$ cat config.mk
export PLATFORM = sky130hd
export DESIGN_NAME = ebp_unit
export DESIGN_NICKNAME = d
export VERILOG_FILES = /design/src/ebp_unit_end.sv /design/src/ebp_pkg.sv /design/src/ebp_unit.sv
export SDC_FILE = /design/constraint.sdc
export NUM_CORES = 1
export LEC_CHECK = 0
export ABC_AREA = 0
export BUFFER_PORTS_ARGS = -buffer_cell sky130_fd_sc_hd__buf_2
export CAP_MARGIN = 40
export CORE_ASPECT_RATIO = 1.25
export CORE_UTILIZATION = 55
export DETAILED_ROUTE_END_ITERATION = 10
export MAX_ROUTING_LAYER = met4
export PLACE_DENSITY = 0.76
export SKIP_CTS_REPAIR_TIMING = 1
export SYNTH_ARGS = -nofsm -noshare
export SYNTH_HDL_FRONTEND = slang
export SYNTH_SLANG_ARGS = --single-unit
export TNS_END_PERCENT = 50
$ cat constraint.sdc
create_clock -name core_clk_in -period 7.11 [get_ports core_clk_in]
set_clock_uncertainty 0.05 [all_clocks]
set_input_delay 1.0665 -clock core_clk_in [delete_from_list [all_inputs] [get_ports core_clk_in]]
set_output_delay 1.0665 -clock core_clk_in [all_outputs]
set_load 0.01 [all_outputs]
$ cat src/ebp_unit_end.sv
// Intentionally no further logic
`timescale 1ns/10ps
`default_nettype none
`default_nettype wire

$ cat src/ebp_pkg.sv
// Constants, register map and carrier types of the bridge PWM unit
`default_nettype none
package ebp_pkg;

    // Register byte offsets
    localparam logic [7:0] OFS_CTRL   = 8'h00;
    localparam logic [7:0] OFS_DUTY   = 8'h04;
    localparam logic [7:0] OFS_SHADOW = 8'h08;
    localparam logic [7:0] OFS_PERIOD = 8'h0C;
    localparam logic [7:0] OFS_DEAD   = 8'h10;
    localparam logic [7:0] OFS_TSEL   = 8'h14;
    localparam logic [7:0] OFS_STAT   = 8'h18;

    // Control register fields
    localparam int CTRL_CFG_HI  = 7;
    localparam int CTRL_CFG_LO  = 6;
    localparam int CTRL_DLSB_HI = 5;
    localparam int CTRL_DLSB_LO = 4;
    localparam int CTRL_MODE_HI = 3;
    localparam int CTRL_MODE_LO = 0;

    // Timer select register fields
    localparam int TSEL_PWM_B  = 0;
    localparam int TSEL_CMP_B  = 1;
    localparam int TSEL_PRE_LO = 2;
    localparam int TSEL_PRE_HI = 3;
    localparam int TSEL_ADC_EN = 4;

    // Reset values
    localparam logic [7:0] CTRL_RST   = 8'h00;
    localparam logic [7:0] DUTY_RST   = 8'h00;
    localparam logic [7:0] PERIOD_RST = 8'h00;
    localparam logic [6:0] DEAD_RST   = 7'h00;
    localparam logic [4:0] TSEL_RST   = 5'h00;

    // Mode codes and output configurations
    localparam logic [3:0] MODE_CMP_SWI  = 4'hA;
    localparam logic [3:0] MODE_CMP_TRIG = 4'hB;
    localparam logic [1:0] PWM_MODE_TOP  = 2'b11;
    localparam logic [1:0] CFG_SINGLE    = 2'b00;
    localparam logic [1:0] CFG_FULL_FWD  = 2'b01;
    localparam logic [1:0] CFG_HALF      = 2'b10;
    localparam logic [1:0] CFG_FULL_REV  = 2'b11;

    // Timing: one instruction cycle is four core clocks
    localparam int         TOSC_NS        = 50;
    localparam int         TCY_NS         = 4 * TOSC_NS;
    localparam logic [1:0] QTR_LAST       = 2'((TCY_NS / TOSC_NS) - 1);
    localparam int         TRIG_UNIT_MAX  = 2;
    localparam int         ADC_UNIT       = 2;

    // Bus answers
    localparam logic [1:0] RESP_OKAY   = 2'b00;
    localparam logic [1:0] RESP_SLVERR = 2'b10;

    typedef struct packed {
        logic        awvalid;
        logic [31:0] awaddr;
        logic        wvalid;
        logic [31:0] wdata;
        logic [3:0]  wstrb;
        logic        bready;
        logic        arvalid;
        logic [31:0] araddr;
        logic        rready;
    } ebp_axi_req_s;

    typedef struct packed {
        logic        awready;
        logic        wready;
        logic        bvalid;
        logic [1:0]  bresp;
        logic        arready;
        logic        rvalid;
        logic [31:0] rdata;
        logic [1:0]  rresp;
    } ebp_axi_rsp_s;

    typedef struct packed {
        logic a;
        logic b;
        logic c;
        logic d;
    } ebp_bridge_s;

    typedef struct packed {
        logic [7:0]      ctrl;
        logic [7:0]      duty;
        logic [7:0]      shadow;
        logic [1:0]      shadow_lsb;
        logic [7:0]      period;
        logic [6:0]      dead;
        logic [4:0]      tsel;
        logic [1:0]      cfg_buf;
        logic [1:0]      pol_buf;
        logic [6:0]      dead_buf;
        logic [1:0]      quarter;
        logic [3:0]      presc;
        logic [1:0][7:0] tb;
        logic            raw;
        logic            started;
        logic [6:0]      cnt_a;
        logic [6:0]      cnt_b;
        logic            act_a;
        logic            act_b;
        ebp_bridge_s     pins;
        logic            match_q;
        logic            cmp_event;
        logic [1:0]      timer_rst;
        logic            adc_start;
        logic            flag_inhibit;
        logic            aw_have;
        logic [31:0]     aw_addr;
        logic            w_have;
        logic [7:0]      w_data;
        logic            w_lane0;
        logic            bvalid;
        logic [1:0]      bresp;
        logic            rvalid;
        logic [31:0]     rdata;
        logic [1:0]      rresp;
    } ebp_state_s;

    localparam ebp_state_s STATE_RST = '0;

endpackage : ebp_pkg
`default_nettype wire

$ cat src/ebp_unit.sv
// Enhanced compare and bridge PWM unit with AXI4-Lite registers
//
// Notes on behaviour
// RQ1 - Mode 1011: compare pair equal to selected wide timer gives trigger pulse.
// RQ2 - Trigger resets the selected 16-bit wide timer, making a programmable period.
// RQ3 - Second unit's trigger also starts a conversion when converter enabled.
// RQ4 - Units three to five treat mode 1011 exactly like mode 1010.
// RQ5 - Second unit's trigger never sets the reset timer's interrupt flag.
// RQ6 - Control bits 7:6 select outputs; bits 3:0 select mode and polarity.
// RQ7 - PWM timebase selectable between two identical 8-bit timers.
// RQ8 - PWM settings buffered, applied only when the timebase resets.
// RQ9 - Dead-band value loaded at duty boundary or period boundary, whichever first.
// RQ10 - Output starts only after the first timebase reset.
// RQ11 - Period is (limit plus 1) times four clocks times prescale.
// RQ12 - After limit match: clear timebase, set output unless duty zero, load shadow.
// RQ13 - No postscaler affects PWM frequency.
// RQ14 - Duty is 10 bits: upper byte register plus control bits 5:4.
// RQ15 - Duty writable anytime; shadow loads at period match, read-only in PWM.
// RQ16 - Output clears when shadow duty equals timebase extended by two bits.
// RQ17 - Duty beyond period never clears output that period.
// RQ18 - Output field picks single, half-bridge, full forward or full reverse.
// RQ19 - Half-bridge: PWM on A, complement on B.
// RQ20 - Half-bridge: each inactive-to-active edge delayed by dead-band cycles.
// RQ21 - Dead band longer than the phase keeps that output inactive.
// RQ22 - Full forward: A on, D modulated; reverse: C on, B modulated.
// RQ23 - Direction change takes effect from the next PWM cycle.
// RQ24 - Dead band held in seven bits, counted in instruction cycles.
// RQ25 - Polarity inversion applied after dead band and steering.
//
// Added by the designer: the placing of the registers and the AXI4-Lite slave port.
`timescale 1ns/10ps
`default_nettype none
module ebp_unit #(
    parameter int UNIT_INDEX = 2
) (
    // Clock and reset
    input  wire logic                 core_clk_in,
    input  wire logic                 rst_in,
    // Register bus
    input  wire ebp_pkg::ebp_axi_req_s axi_req_in,
    output var  ebp_pkg::ebp_axi_rsp_s axi_rsp_out,
    // Wide timers
    input  wire logic [15:0]          wide_timer_a_in,
    input  wire logic [15:0]          wide_timer_b_in,
    output var  logic [1:0]           wide_timer_reset_out,
    output var  logic                 timer_flag_inhibit_out,
    // Compare events
    output var  logic                 compare_event_out,
    output var  logic                 adc_start_out,
    // Bridge pins
    output var  ebp_pkg::ebp_bridge_s bridge_out
);
    import ebp_pkg::*;

    ebp_state_s s_q;
    ebp_state_s s_d;

    function automatic logic is_pwm(input logic [7:0] ctrl);
        return ctrl[CTRL_MODE_HI:CTRL_MODE_HI-1] == PWM_MODE_TOP;
    endfunction : is_pwm

    function automatic logic reg_known(input logic [31:0] addr);
        logic hit;
        hit = 1'b0;
        if (addr[31:8] == 24'h00_0000) begin
            unique case (addr[7:0])
                OFS_CTRL, OFS_DUTY, OFS_SHADOW, OFS_PERIOD,
                OFS_DEAD, OFS_TSEL, OFS_STAT: hit = 1'b1;
                default: hit = 1'b0;
            endcase
        end
        return hit;
    endfunction : reg_known

    function automatic logic [1:0] ext_pick(input logic [1:0] pre, input logic [1:0] q, input logic [3:0] p);
        logic [1:0] e;
        e = p[3:2];
        if (pre == 2'b00) begin
            e = q;
        end else if (pre == 2'b01) begin
            e = p[1:0];
        end
        return e;
    endfunction : ext_pick

    function automatic logic [3:0] pre_mask(input logic [1:0] pre);
        logic [3:0] m;
        m = 4'hF;
        if (pre == 2'b00) begin
            m = 4'h0;
        end else if (pre == 2'b01) begin
            m = 4'h3;
        end
        return m;
    endfunction : pre_mask

    logic        pwm_on;
    logic [1:0]  pre_sel;
    logic        instr_tick;
    logic        tb_tick;
    logic [7:0]  tb_sel;
    logic        period_end;
    logic [1:0]  ext_bits;
    logic [9:0]  duty_next;
    logic [15:0] cmp_val;
    logic        cmp_mode;
    logic        special_hit;
    logic        rise;
    logic        fall;
    ebp_bridge_s steer;

    assign pwm_on     = is_pwm(s_q.ctrl);
    assign pre_sel    = s_q.tsel[TSEL_PRE_HI:TSEL_PRE_LO];
    assign instr_tick = s_q.quarter == QTR_LAST;
    assign tb_tick    = instr_tick && ((s_q.presc & pre_mask(pre_sel)) == pre_mask(pre_sel)); // see RQ11
    assign tb_sel     = s_q.tb[s_q.tsel[TSEL_PWM_B]];                                          // see RQ7
    assign period_end = tb_tick && (tb_sel == s_q.period);
    assign duty_next  = {s_q.duty, s_q.ctrl[CTRL_DLSB_HI:CTRL_DLSB_LO]};                       // see RQ14
    assign cmp_val    = s_q.tsel[TSEL_CMP_B] ? wide_timer_b_in : wide_timer_a_in;
    assign cmp_mode   = (s_q.ctrl[CTRL_MODE_HI:CTRL_MODE_LO] == MODE_CMP_SWI)
                     || (s_q.ctrl[CTRL_MODE_HI:CTRL_MODE_LO] == MODE_CMP_TRIG);

    always_comb begin
        s_d = s_q;
        // Free-running quarter clock and prescaler
        s_d.quarter = 2'(s_q.quarter + 2'd1);
        if (instr_tick) begin
            s_d.presc = 4'(s_q.presc + 4'd1);
        end
        // No postscaler sits in the period path
        for (int i = 0; i < 2; i++) begin                                                      // see RQ13
            if (tb_tick) begin
                s_d.tb[i] = (s_q.tb[i] == s_q.period) ? 8'h00 : 8'(s_q.tb[i] + 8'd1);         // see RQ7
            end
        end
        // Count being entered, so duty spans whole clocks
        ext_bits = ext_pick(pre_sel, s_d.quarter, s_d.presc);                                   // see RQ16

        // Duty generation
        if (!pwm_on) begin
            s_d.started = 1'b0;
            s_d.raw     = 1'b0;
        end else if (period_end) begin
            s_d.started    = 1'b1;                                                              // see RQ10
            s_d.shadow     = s_q.duty;                                                          // see RQ12
            s_d.shadow_lsb = s_q.ctrl[CTRL_DLSB_HI:CTRL_DLSB_LO];                               // see RQ15
            s_d.raw        = duty_next != 10'h000;                                              // see RQ12
            s_d.cfg_buf    = s_q.ctrl[CTRL_CFG_HI:CTRL_CFG_LO];                                 // see RQ8
            s_d.pol_buf    = s_q.ctrl[CTRL_MODE_LO+1:CTRL_MODE_LO];                             // see RQ8
            s_d.dead_buf   = s_q.dead;                                                          // see RQ9
        end else if (s_q.started && s_q.raw
                     && ({s_q.shadow, s_q.shadow_lsb} == {s_d.tb[s_q.tsel[TSEL_PWM_B]], ext_bits})) begin
            // Never reached while duty exceeds the period
            s_d.raw      = 1'b0;                                                                // see RQ16, RQ17
            s_d.dead_buf = s_q.dead;                                                            // see RQ9
        end

        // Dead band counters in instruction cycles
        rise = s_d.raw && !s_q.raw;
        fall = !s_d.raw && s_q.raw;
        if (instr_tick && s_q.cnt_a != 7'h00) begin
            s_d.cnt_a = 7'(s_q.cnt_a - 7'd1);                                                   // see RQ24
        end
        if (instr_tick && s_q.cnt_b != 7'h00) begin
            s_d.cnt_b = 7'(s_q.cnt_b - 7'd1);                                                   // see RQ24
        end
        if (rise) begin
            s_d.cnt_a = s_d.dead_buf;                                                           // see RQ20
        end
        if (fall) begin
            s_d.cnt_b = s_d.dead_buf;                                                           // see RQ20
        end
        s_d.act_a = s_d.raw && (s_d.cnt_a == 7'h00);                                            // see RQ21
        s_d.act_b = s_d.started && !s_d.raw && (s_d.cnt_b == 7'h00);                            // see RQ19, RQ21

        // Bridge steering, then polarity
        steer = '0;
        if (s_d.started) begin
            unique case (s_d.cfg_buf)                                                           // see RQ18, RQ23
                CFG_SINGLE: steer.a = s_d.raw;
                CFG_HALF: begin
                    steer.a = s_d.act_a;                                                        // see RQ19, RQ20
                    steer.b = s_d.act_b;
                end
                CFG_FULL_FWD: begin
                    steer.a = 1'b1;                                                             // see RQ22
                    steer.d = s_d.raw;
                end
                CFG_FULL_REV: begin
                    steer.c = 1'b1;                                                             // see RQ22
                    steer.b = s_d.raw;
                end
            endcase
        end
        s_d.pins = '0;
        if (pwm_on) begin
            s_d.pins = steer ^ {s_d.pol_buf[1], s_d.pol_buf[0], s_d.pol_buf[1], s_d.pol_buf[0]}; // see RQ6, RQ25
        end

        // Compare matches and special event trigger
        s_d.match_q   = !pwm_on && cmp_mode && ({s_q.shadow, s_q.duty} == cmp_val);             // see RQ1
        special_hit   = s_d.match_q && !s_q.match_q
                     && (s_q.ctrl[CTRL_MODE_HI:CTRL_MODE_LO] == MODE_CMP_TRIG)
                     && (UNIT_INDEX <= TRIG_UNIT_MAX);                                          // see RQ4
        s_d.cmp_event = s_d.match_q && !s_q.match_q;                                            // see RQ4
        s_d.timer_rst = 2'b00;
        if (special_hit) begin
            s_d.timer_rst = s_q.tsel[TSEL_CMP_B] ? 2'b10 : 2'b01;                               // see RQ2
        end
        s_d.adc_start    = special_hit && (UNIT_INDEX == ADC_UNIT) && s_q.tsel[TSEL_ADC_EN];   // see RQ3
        s_d.flag_inhibit = special_hit && (UNIT_INDEX == ADC_UNIT);                             // see RQ5

        // Bus write path: address and data in either order
        if (axi_req_in.awvalid && !s_q.aw_have && !s_q.bvalid) begin
            s_d.aw_have = 1'b1;
            s_d.aw_addr = axi_req_in.awaddr;
        end
        if (axi_req_in.wvalid && !s_q.w_have && !s_q.bvalid) begin
            s_d.w_have  = 1'b1;
            s_d.w_data  = axi_req_in.wdata[7:0];
            s_d.w_lane0 = axi_req_in.wstrb[0];
        end
        if (s_q.aw_have && s_q.w_have) begin
            s_d.aw_have = 1'b0;
            s_d.w_have  = 1'b0;
            s_d.bvalid  = 1'b1;
            s_d.bresp   = reg_known(s_q.aw_addr) ? RESP_OKAY : RESP_SLVERR;
            if (s_q.w_lane0 && reg_known(s_q.aw_addr)) begin
                unique case (s_q.aw_addr[7:0])
                    OFS_CTRL:   s_d.ctrl   = s_q.w_data;                                        // see RQ6
                    OFS_DUTY:   s_d.duty   = s_q.w_data;                                        // see RQ15
                    OFS_SHADOW: if (!pwm_on) s_d.shadow = s_q.w_data;                           // see RQ15
                    OFS_PERIOD: s_d.period = s_q.w_data;
                    OFS_DEAD:   s_d.dead   = s_q.w_data[6:0];                                   // see RQ24
                    OFS_TSEL:   s_d.tsel   = s_q.w_data[4:0];                                   // see RQ7
                    default: ;
                endcase
            end
        end else if (s_q.bvalid && axi_req_in.bready) begin
            s_d.bvalid = 1'b0;
        end

        // Bus read path
        if (s_q.rvalid) begin
            if (axi_req_in.rready) begin
                s_d.rvalid = 1'b0;
            end
        end else if (axi_req_in.arvalid) begin
            s_d.rvalid = 1'b1;
            s_d.rresp  = reg_known(axi_req_in.araddr) ? RESP_OKAY : RESP_SLVERR;
            s_d.rdata  = 32'h0000_0000;
            if (reg_known(axi_req_in.araddr)) begin
                unique case (axi_req_in.araddr[7:0])
                    OFS_CTRL:   s_d.rdata = {24'h00_0000, s_q.ctrl};
                    OFS_DUTY:   s_d.rdata = {24'h00_0000, s_q.duty};
                    OFS_SHADOW: s_d.rdata = {24'h00_0000, s_q.shadow};
                    OFS_PERIOD: s_d.rdata = {24'h00_0000, s_q.period};
                    OFS_DEAD:   s_d.rdata = {25'h000_0000, s_q.dead};
                    OFS_TSEL:   s_d.rdata = {27'h000_0000, s_q.tsel};
                    OFS_STAT:   s_d.rdata = {19'h0_0000, s_q.started, s_q.pins, tb_sel};
                    default: ;
                endcase
            end
        end
    end

    always_ff @(posedge core_clk_in or posedge rst_in) begin
        if (rst_in) begin
            s_q <= STATE_RST;
        end else begin
            s_q <= s_d;
        end
    end

    always_comb begin
        axi_rsp_out         = '0;
        axi_rsp_out.awready = !s_q.aw_have && !s_q.bvalid;
        axi_rsp_out.wready  = !s_q.w_have && !s_q.bvalid;
        axi_rsp_out.bvalid  = s_q.bvalid;
        axi_rsp_out.bresp   = s_q.bresp;
        axi_rsp_out.arready = !s_q.rvalid;
        axi_rsp_out.rvalid  = s_q.rvalid;
        axi_rsp_out.rdata   = s_q.rdata;
        axi_rsp_out.rresp   = s_q.rresp;
    end

    assign wide_timer_reset_out   = s_q.timer_rst;
    assign timer_flag_inhibit_out = s_q.flag_inhibit;
    assign compare_event_out      = s_q.cmp_event;
    assign adc_start_out          = s_q.adc_start;
    assign bridge_out             = s_q.pins;
endmodule : ebp_unit
`default_nettype wire

**Word level (Yosys, flattened, before mapping)**

Cells that the tools add are included.

- Div/mod/pow operators: 0
- Magnitude comparators: 1
- Bitwise operators: 3
- Muxes and demuxes: 60
- Equality and inequality tests: 26
- Multiply operators: 0
- Shift operators: 0
- Reductions and logical operators: 57
- $add $sub $neg: 6

Operators with widths:

| operator | count |
|---|---|
| 2-to-1 mux 8 bit | 12 |
| one-hot mux 13 bit (7 select lines) | 1 |
| == test 8 x 5 -> 1 bit, second input constant | 6 |
| zero test 24 bit | 2 |
| 2-to-1 mux 7 bit | 6 |
| 2-to-1 mux 35 bit | 1 |
| 2-to-1 mux 33 bit | 1 |
| == test 8 x 4 -> 1 bit, second input constant | 4 |
| 2-to-1 mux 32 bit | 1 |
| 2-to-1 mux 10 bit | 3 |
| logical AND 1 bit | 25 |
| == test 8 bit | 3 |
| 2-to-1 mux 4 bit | 6 |
| 2-to-1 mux 1 bit | 18 |
| adder 8 x 1 -> 8 bit, second input constant | 2 |
| == test 16 bit | 1 |
| == test 8 x 3 -> 1 bit, second input constant | 2 |
| zero test 8 bit | 2 |
| 2-to-1 mux 16 bit | 1 |
| AND reduction 3 bit | 5 |
| zero test 7 bit | 2 |
| 2-to-1 mux 2 bit | 7 |
| nonzero test 7 bit | 2 |
| OR reduction 7 bit | 2 |
| other kinds (21) | 38 |

- Memories kept: 0
- Input port bits: 139
- Register bits after elaboration: 186
- Bits in latches: 0
- ROM bits: 0
- Memory bits (writable): 0
- Output and inout bits: 50

**Logic depth before layout (Yosys ltp)**

Gate-level depths: netlist (run 1).

- Word-level depth: 23
- Depth in mapped cells: 16
- Mapped depth without buffers: 14

**Worst setup path before layout (run 1)**

OpenSTA, ideal clock, no wires.

- Path kind: reg-to-reg
- Start point: reg s_q[129] (netlist bit)
- End point: reg s_q, in the netlist bridge_out[2]
- Required time: 6.989 ns
- Library setup time: 0.071 ns
- Path slack: 3.324 ns
- Data arrival time: 3.665 ns
- Path buffers: 1
- Cell stages (with the launch flop): 15
- Cell sequence: dfrtp_1 -> ha_1 -> buf_2 -> nand2_1 -> a2111oi_0 -> xnor2_1 -> or4b_1 -> a31oi_1 -> a311oi_1 -> nand4bb_4 -> or2_1 -> o311ai_0 -> o211ai_1 -> or4_1 -> nand3_1

RTL lines:

| what | line | source |
|---|---|---|
| from (decl) | ebp_unit.sv:55 | `ebp_state_s s_q;` |
| from (signal assigned) | ebp_unit.sv:269 | `s_q <= STATE_RST;` |
| from (signal assigned) | ebp_unit.sv:271 | `s_q <= s_d;` |

==> metrics.txt, run 1 <==
status=finished, final reports clean; Rows=52; switching part of the total=0.307; hold wc startpoint=s_q[86]; Synth-to-Final Area Change=14.3%; fin. max-slew vios=0; Max-Cap Viols=0; Total GRT Usage=0.290; Core Util, Final=0.649; crit path kind=reg -> reg; global-route wire length before repair=37.7 mm; routed wire length per instance=19.2 um; # fillers=1339; worst vdd ir=0.256 mV; area leader, netlist=dfrtp_1; Least-Margin Pin Slew=0.967 ns; ys flop type=dfrtp_1; Hold Crit Class=reg -> reg; Int Pwr=0.00187 W; dpl hpwl=17.3 mm; Worst Reg2Reg Path Length in Cells=12; worst reg2reg startpoint=s_q[129]; Clock Power Share=0.355; Final GP Congestion=0.952; CP endpoint kind=register; leakage power total=4.88 nW; post-synthesis cell count=884; Die H=147 um; critical path's slowest cell=o311ai_0; vias in the first global route=7147; share of cells above drive strength 1=0.287; Clock transition at path regs=0.07 ns; core box area=0.0163 mm2; R2R setup slack=2.10 ns; Yosys Warn Count=0; Seq pwr share=0.476; TritonRoute pass-1 iters=5; largest cells by area after synthesis=dfrtp_1 45%, mux2_2 11%, xnor2_1 4.8%; reg2reg end=bridge_out[2]; final wirelength=23.4 mm; grt total ovfl=0; Starting DRT DRC Count=537; Worst Path Arrival=5.32 ns; Hold Path Depth=1; die footprint=0.0174 mm2; Hold Fails Final Rpt=0; min Tclk post-route=5.01 ns; Clock Root Buffer=clkbuf_16; Netlist cell types=76; max incr delay on CP=0.65 ns; Fmax=200 MHz; Data required, critical path=7.42 ns; Vias=7313; CTS Buf Count=17; Antenna Cells=0; register area share after synthesis=0.445; effective utilization at floorplan=0.568; CP Launch Type=register; PwrDens=254 mW/mm2; Sink Count=165; Avg Cell Area, Syn=10.5 um2; Die W=118 um; TritonCTS clock tree=done; pin count of the biggest net entering global routing=62; register bit count reported by yosys=165; via/cell ratio=5.98; Async S/R FF share, synth=1.00; P_sw=0.000826 W; Routed Antenna Nets=0; Mapped Area=0.00927 mm2; Bufs on Longest Clock Path=2; Synth top area share=0.445; Port Buffers=140; CP Max Fanout=15; Gate power share=0.170; TNS Setup=0 ns; Rel. slew slack=0.349; # setup viols final=0; initial antenna violation count=0; RSZ-0062 raised after global routing=no; Clock H-tree levels=4; worst path cell trace=ha_1, nand2b_1, o22a_2, nor3_1, a21oi_1, o41ai_2, nand4bb_4, or2_1, o311ai_0, o211ai_1, or4_1, nand3_1; Ports=189; final cycle utilization of the critical path=0.704; Remaining DRCs=0; WHS Endpoint=compare_event_out; layout net count=1140; Post-synth EDFFs=0; Worst-Skew Late Latency=0.44 ns
==> Yosys cell counts (10+ instances only) <==
master and n:
dfrtp_1 165, clkbuf_1 28, nor4_1 23, xnor2_1 51
nand4_1 19, a21o_1 10, mux2i_1 41, nor2_1 64
nand2_1 50, or4_1 12, o21ai_0 28, buf_4 45
xor2_1 26, inv_1 27, nand3_1 16, nor3_1 17
a21oi_1 27, mux2_2 88
==> through the flow <==
step	setup WS, ns	hold WS [ns]	power (W)	std cells	cell area (um2)
final	2.10	0.373	0.00269	1222	10600
after global routing	1.87	0.414	0.00282	1222	10600
after CTS	2.28	0.381	0.00270	1222	10600
after detailed placement	2.40	0.357	0.00175	1190	9970
after global placement	2.50	0.347	0.00172	1187	9910
after floorplan	1.53	0.335	0.00160	904	9350
==> registers in the layout, summed over array words and instances, names as in the netlist <==
| name | cells |
|---|---|
| s_q | 127 |
| axi_rsp_out | 17 |
| duty_next | 10 |
| bridge_out | 4 |
| pre_sel | 2 |
| wide_timer_reset_out | 2 |
| adc_start_out | 1 |
| compare_event_out | 1 |
| timer_flag_inhibit_out | 1 |
==> routing by layer <==
layer,track usage,up-vias,routed length (um)
met4,0.130,0,956
li1,-,3380,-
met1,0.340,3569,9340
met5,-,-,0
met3,0.0578,75,1380
met2,0.481,289,11800
==> worst max-delay path: cells and delay by family, from the launching register on <==
| family | cells | cell delay, ns |
|---|---|---|
| AO/OA/AOI/OAI | 5 | 2.00 |
| adder cells (fa/ha/maj) | 1 | 0.53 |
| flip-flops | 1 | 0.37 |
| AND/OR/NAND/NOR | 6 | 1.99 |
==> kinds of logic (layout without fill, tap and decap cells) <==
| kind of cell | Yosys count | after routing | synth area share |
|---|---|---|---|
| adder cells (fa/ha/maj) | 8 | 8 | 0.0108 |
| XOR/XNOR | 77 | 77 | 0.0727 |
| AND/OR/NAND/NOR | 251 | 251 | 0.143 |
| multiplexers | 129 | 129 | 0.151 |
| flip-flops | 165 | 165 | 0.445 |
| buffers and inverters | 107 | 209 | 0.0617 |
| other | 1 | 21 | 0.000404 |
| AO/OA/AOI/OAI | 146 | 146 | 0.115 |
==> area by class of cell <==
class	instances	area, um2	area share
Clock buffer	17	425	0.0401
Clock inverter	15	206	0.0195
Inverter	27	106	0.0100
Multi-Input combinational cell	632	4650	0.439
Sequential cell	165	4130	0.390
Tap cell	216	270	0.0255
Timing Repair Buffer	150	813	0.0767
==> how the worst max path moves through the flow <==
stage | from | end | slack, ns | cells after the start
after floorplan | rst_in | adc_start_out | 1.53 | 1
after global placement | s_q[129] | bridge_out[2] | 2.50 | 12
after detailed placement | s_q[129] | bridge_out[2] | 2.40 | 12
after CTS | s_q[129] | bridge_out[2] | 2.28 | 12
after global routing | s_q[129] | bridge_out[2] | 1.87 | 12
final | s_q[129] | bridge_out[2] | 2.10 | 12
==> cells in the final DEF (no fill, tap or decap), types with 4 or more instances in the layout <==
| master | count |
|---|---|
| and2_1 | 8 |
| nand3_1 | 16 |
| o21ai_0 | 28 |
| buf_2 | 141 |
| a211oi_1 | 5 |
| nand2b_1 | 9 |
| xor2_1 | 26 |
| or3_1 | 7 |
| inv_1 | 26 |
| clkbuf_16 | 17 |
| nor3_1 | 17 |
| nand4_1 | 19 |
| a221oi_1 | 7 |
| mux2_2 | 88 |
| nor2_1 | 64 |
| buf_4 | 7 |
| o21a_1 | 4 |
| a21o_1 | 10 |
| and3_1 | 4 |
| nor4_1 | 23 |
| nand2_1 | 50 |
| ha_1 | 8 |
| o221ai_1 | 4 |
| conb_1 | 21 |
| clkinv_8 | 5 |
| inv_8 | 4 |
| a31oi_1 | 5 |
| nor2b_1 | 5 |
| xnor2_1 | 51 |
| a222oi_1 | 6 |
| or4_1 | 12 |
| a21oi_1 | 27 |
| mux2i_1 | 41 |
| a22o_1 | 5 |
| dfrtp_1 | 165 |
==> power by group through the flow <==
| stage | clock (W) | sequential (W) | combinational [W] |
|---|---|---|---|
| floorplan | 0 | 0.00122 | 0.000373 |
| global placement | 0 | 0.00128 | 0.000434 |
| global route | 0.00101 | 0.00130 | 0.000504 |
| CTS | 0.000965 | 0.00128 | 0.000459 |
| detailed placement | 0 | 0.00130 | 0.000455 |
| finish | 0.000955 | 0.00128 | 0.000457 |
No activity file was read; power rests on OpenSTA's default activity.
==> inputs of run 2 (changes only) <==
--- a/config.mk
+++ b/config.mk
@@ -9,10 +9,10 @@
 export BUFFER_PORTS_ARGS = -buffer_cell sky130_fd_sc_hd__buf_2
 export CAP_MARGIN = 40
 export CORE_ASPECT_RATIO = 1.25
-export CORE_UTILIZATION = 55
+export CORE_UTILIZATION = 50
 export DETAILED_ROUTE_END_ITERATION = 10
 export MAX_ROUTING_LAYER = met4
-export PLACE_DENSITY = 0.76
+export PLACE_DENSITY = 0.73
 export SKIP_CTS_REPAIR_TIMING = 1
 export SYNTH_ARGS = -nofsm -noshare
 export SYNTH_HDL_FRONTEND = slang
==> constraint.sdc (replaced) <==
create_clock -name core_clk_in -period 4.4 [get_ports core_clk_in]
set_clock_uncertainty 0.05 [all_clocks]
set_input_delay 0.66 -clock core_clk_in [delete_from_list [all_inputs] [get_ports core_clk_in]]
set_output_delay 0.66 -clock core_clk_in [all_outputs]
set_load 0.01 [all_outputs]
==> metrics.txt, run 2 (synthesis gave the netlist of run 1 again) <==
Hold Fails Final Rpt=0 (unchanged); Routed met2 length=11.8 mm (+0.56%); TritonRoute pass-1 iters=5 (unchanged); Clock transition at path regs=0.07 ns (about the same); CP Launch Type=register; max incr delay on CP=0.55 ns (-0.10 ns); placed instance area=0.0101 mm2 (+1.4%); global-route wire length before repair=38.9 mm (+3.1%); R2R setup slack=0.21 ns (-1.89 ns); commonest non-fill, non-tap cell in the layout=dfrtp_1; worst hold slack=0.361 ns (-0.0116 ns); Rows=55 (+5.8%); most frequent cells in the layout=165 x dfrtp_1, 140 x buf_2, 88 x mux2_2, 64 x nor2_1, 51 x xnor2_1; Worst Path Arrival=4.51 ns (-0.81 ns); Port Buffers=140 (unchanged); worst reg2reg startpoint=s_q[125]; grt total ovfl=0 (unchanged); Clock Root Buffer=clkbuf_16; Die H=154 um (+4.8%); Ports=189 (unchanged); Rel. slew slack=0.368 (+0.0183); Top Layer Used=met4; worst path cell trace=nand4_2, a2111oi_0, xnor2_1, or4b_1, a31oi_1, a311oi_1, nand4bb_4, or2_1, o311ai_0, o211ai_1, or4_1, nand3_1; Total GRT Usage=0.279 (-0.0111); min Tclk post-route=4.19 ns (-0.822 ns); Worst-Skew Late Latency=0.44 ns (about the same); WHS Endpoint=compare_event_out; Max-Cap Viols=0 (unchanged); crit path kind=reg -> reg; TritonCTS clock tree=done; CTS Buf Count=17 (unchanged); routed wl met3=1.72 mm (+24%); critical path's slowest cell=a2111oi_0; Data required, critical path=4.73 ns (-2.69 ns); critical path depth=12 (unchanged); TNS Setup=0 ns (unchanged); # fillers=1540 (+15%); Fmax=239 MHz (+20%); Final GP Congestion=0.969 (+1.8%); vias in the first global route=7461 (+4.4%); hold wc startpoint=s_q[86]; leakage power total=4.97 nW (+1.8%); Largest delay share family, worst path=simple AND/OR/NAND/NOR gates; Die W=124 um (+4.8%); via/cell ratio=5.94 (-0.79%); pin count of the biggest net entering global routing=166 (+170%); Routed Antenna Nets=0 (unchanged); Remaining DRCs=0 (unchanged); layout net count=1158 (+1.6%); Most flops, register=s_q; M1 WL=9.72 mm (+4.1%); status=finished, final reports clean; fin. max-slew vios=0 (unchanged); Buffers & Inverters on Critical Path=0 (unchanged); Sink Count=165 (unchanged); Hold Crit Class=reg -> reg; CP Max Fanout=6 (-9); Bufs on Longest Clock Path=2 (unchanged); Clock H-tree levels=4 (unchanged); initial antenna violation count=0 (unchanged); final wirelength=24.2 mm (+3.4%); core box area=0.0181 mm2 (+11%); Synth-to-Final Area Change=15.7%; # setup viols final=0 (unchanged); share of cells above drive strength 1=0.301 (+0.0135); final cycle utilization of the critical path=0.951 (+0.247); Antenna Cells=0 (unchanged); Hold Path Depth=1 (unchanged); worst vdd ir=0.391 mV (+53%); Vias=7433 (+1.6%); max reg flops=127 (unchanged); die footprint=0.0191 mm2 (+9.8%); routed wire length per instance=19.4 um (+0.94%); Worst Reg2Reg Path Length in Cells=12 (unchanged); Final Cell Area=0.0107 mm2 (+1.3%); effective utilization at floorplan=0.512 (-0.0555); Starting DRT DRC Count=529 (-1.5%); reg2reg end=bridge_out[2]; CP endpoint kind=register; PwrDens=406 mW/mm2 (+60%); Least-Margin Pin Slew=0.941 ns (-0.0258 ns); dpl hpwl=17.8 mm (+3.2%)
==> run 2: cell type report <==
cell class,count,area (um2),share of cell area
multi-input combinational,632,4650,0.434
sequential,165,4130,0.385
timing repair buffer,168,943,0.0879
clock buffer,17,425,0.0396
tap,228,285,0.0266
clock inverter,15,191,0.0178
inverter,27,105,0.00979
==> run 2: worst max path at each step <==
stage	start	endpoint	slack (ns)
2_1_floorplan	s_q[129]	bridge_out[2]	0.61
3_3_place_gp	s_q[125]	bridge_out[2]	0.32
3_5_place_dp	s_q[125]	bridge_out[2]	0.25
4_1_cts	s_q[125]	bridge_out[2]	0.22
5_1_grt	s_q[126]	bridge_out[2]	-0.003
6_report	s_q[125]	bridge_out[2]	0.21
==> run 2: stage by stage <==
step,setup slack (ns),power (W),utilization,std cells
finish,0.215,0.00435,0.593,1252
global route,-0.00316,0.00457,0.593,1252
CTS,0.216,0.00438,0.593,1252
detailed placement,0.250,0.00283,0.559,1220
global placement,0.319,0.00279,0.557,1219
floorplan,0.614,0.00258,-,904
==> run 2: report_power, final <==
part / internal, W / switching [W] / leakage (nW)
clock: 0.000865 / 0.000689 / 0.305
sequential: 0.00179 / 0.000274 / 2.15
combinational: 0.000395 / 0.000338 / 2.51
total: 0.00305 / 0.00130 / 4.97
==> run 2: routing by layer <==
layer | up-vias | track usage
li1 | 3400 | -
met2 | 360 | 0.447
met3 | 91 | 0.0527
met1 | 3582 | 0.337
met5 | - | -
met4 | 0 | 0.126
==> inputs of run 3 (changes only) <==
--- a/config.mk
+++ b/config.mk
@@ -9,6 +9,7 @@
 export BUFFER_PORTS_ARGS = -buffer_cell sky130_fd_sc_hd__buf_2
 export CAP_MARGIN = 40
 export CORE_ASPECT_RATIO = 1.25
+export CORE_MARGIN = 4
 export CORE_UTILIZATION = 50
 export DETAILED_ROUTE_END_ITERATION = 10
 export MAX_ROUTING_LAYER = met4
==> metrics.txt, run 3 (synthesis gave the netlist of run 1 again) <==
die footprint=0.0208 mm2 (+8.9%); Clock transition at path regs=0.06 ns (about the same); max incr delay on CP=0.58 ns (+0.03 ns); Final GP Congestion=0.977 (+0.84%); Data required, critical path=4.71 ns (-0.02 ns); CP endpoint kind=register; Bufs on Longest Clock Path=2 (unchanged); Total GRT Usage=0.241 (-0.0381); switching part of the total=0.284 (-0.0144); TritonRoute pass-1 iters=7 (+2); Worst Reg2Reg Path Length in Cells=12 (unchanged); Vias=7348 (-1.1%); PwrDens=407 mW/mm2 (+0.33%); Buffers & Inverters on Critical Path=0 (unchanged); crit path kind=reg -> reg; effective utilization at floorplan=0.510 (-0.00194); Die W=130 um (+4.8%); reg2reg end=bridge_out[2]; Worst Path Arrival=4.52 ns (about the same); via/cell ratio=5.87 (-1.1%); Fmax=237 MHz (-0.61%); commonest non-fill, non-tap cell in the layout=dfrtp_1; Ports=189 (unchanged); pin count of the biggest net entering global routing=115 (-31%); TNS Setup=0 ns (unchanged); most frequent cells in the layout=165 x dfrtp_1, 141 x buf_2, 88 x mux2_2, 64 x nor2_1, 51 x xnor2_1; vias in the first global route=7439 (-0.29%); Int Pwr=0.00313 W (+2.3%); Routed Antenna Nets=0 (unchanged); critical path depth=12 (unchanged); Rows=55 (unchanged); # fillers=1543 (+0.19%); worst path cell trace=nand4_2, a2111oi_0, xnor2_1, or4b_1, a31oi_1, a311oi_1, nand4bb_4, or2_1, o311ai_0, o211ai_1, or4_1, nand3_1; initial antenna violation count=0 (unchanged); Die H=160 um (+3.9%); routed wire length per instance=19.0 um (-1.6%); Port Buffers=140 (unchanged); min Tclk post-route=4.21 ns (+0.0258 ns); core box area=0.0182 mm2 (+0.38%); share of cells above drive strength 1=0.298 (-0.00264); Largest delay share family, worst path=simple AND/OR/NAND/NOR gates; CP Launch Type=register; final cycle utilization of the critical path=0.957 (+0.00585); max reg flops=127 (unchanged); leakage power total=4.96 nW (-0.19%); Hold Fails Final Rpt=0 (unchanged); Starting DRT DRC Count=513 (-3.0%); status=finished, final reports clean; CTS Buf Count=17 (unchanged); crit path from=s_q[125]; Clock Root Buffer=clkbuf_16; Rel. slew slack=0.485 (+0.118); Hold Crit Class=in -> async; Seq pwr share=0.474 (about the same); grt total ovfl=0 (unchanged); CP endpoint=bridge_out[2]; Clock H-tree levels=4 (unchanged); critical path's slowest cell=a2111oi_0; Synth-to-Final Area Change=15.7% (about the same); Worst-Skew Late Latency=0.43 ns (about the same); Max-Cap Viols=0 (unchanged); global-route wire length before repair=38.1 mm (-1.9%); P_sw=0.00124 W (-4.5%); final wirelength=23.8 mm (-1.7%); Layout Cells excl Fill=1251 (-0.080%); dpl hpwl=17.8 mm (-0.25%); worst vdd ir=0.386 mV (-1.2%); DP Cell Count=1218 (-0.16%); Least-Margin Pin Slew=0.770 ns (-0.171 ns); worst reg2reg startpoint=s_q[125]; Clock Power Share=0.358 (about the same); TritonCTS clock tree=done; # setup viols final=0 (unchanged); R2R setup slack=0.19 ns (-0.03 ns); RSZ-0062 raised after global routing=no; CP Max Fanout=6 (unchanged); layout net count=1157 (-0.086%); fin. max-slew vios=0 (unchanged); Most flops, register=s_q; Antenna Cells=0 (unchanged); Remaining DRCs=0 (unchanged); Gate power share=0.168 (about the same); Sink Count=165 (unchanged)
[run 3: cell count changes in the layout (fill, tap and decap cells not counted), moves of 2 or more]
cell,previous run,this run
buf_4,26,23
clkbuf_8,0,2
clkinv_8,2,0
inv_8,4,1
[run 3: final cells by class]
class,instances,area [um2],area share
well taps,228,285,0.0266
clock inverters,12,166,0.0155
repair buffers,167,937,0.0874
inverters,27,105,0.00980
multi-input cells,632,4650,0.433
flip-flops and latches,165,4130,0.385
clock buffers,20,457,0.0426
[run 3: worst min-delay path by stage]
stage               slack [ns]  depth (start not counted)           endpoint            from
floorplan                 0.34                          1  compare_event_out         s_q[86]
global placement          0.35                          1  compare_event_out         s_q[86]
detailed placement        0.35                          1  compare_event_out         s_q[86]
CTS                       0.34                          2    axi_rsp_out[38]  axi_req_in[34]
global route              0.37                          2    axi_rsp_out[38]  axi_req_in[34]
finish                    0.35                          3       duty_next[6]          rst_in
[run 3: worst reg2reg max path: cells and delay by family, from the launching register on]
family,cells,cell delay (ns)
AOI/OAI and AO/OA,5,1.56
xor gates and xnor gates,1,0.22
DFF,1,0.47
and+or+nand+nor,6,1.86
[run 3: power groups by stage]
stage	Combinational (W)	Clock, W	Sequential (W)
2_1_floorplan	0.000603	0	0.00198
3_3_place_gp	0.000706	0	0.00208
6_report	0.000733	0.00156	0.00207
4_1_cts	0.000740	0.00159	0.00207
5_1_grt	0.000820	0.00166	0.00211
3_5_place_dp	0.000736	0	0.00209
[run 3: metal layers]
metal  wire length [um]  part of all wire  up-vias  global-route usage
met5                  0                 0        -                   -
met4               1060             0.044        0               0.113
met3               1870             0.078       67              0.0478
met2              11500              0.48      338               0.384
met1               9440              0.40     3545               0.292
li1                   -                 -     3398                   -
[run 3: per-stage QoR]
step / area (um2) / setup WS, ns / power [W] / hold WS, ns / util
final: 10700 / 0.189 / 0.00437 / 0.351 / 0.590
after detailed placement: 10100 / 0.256 / 0.00283 / 0.353 / 0.556
after CTS: 10700 / 0.223 / 0.00440 / 0.343 / 0.590
after floorplan: 9350 / 0.614 / 0.00258 / 0.335 / -
after global placement: 10100 / 0.302 / 0.00278 / 0.352 / 0.554
after global routing: 10700 / 0.0101 / 0.00459 / 0.366 / 0.590
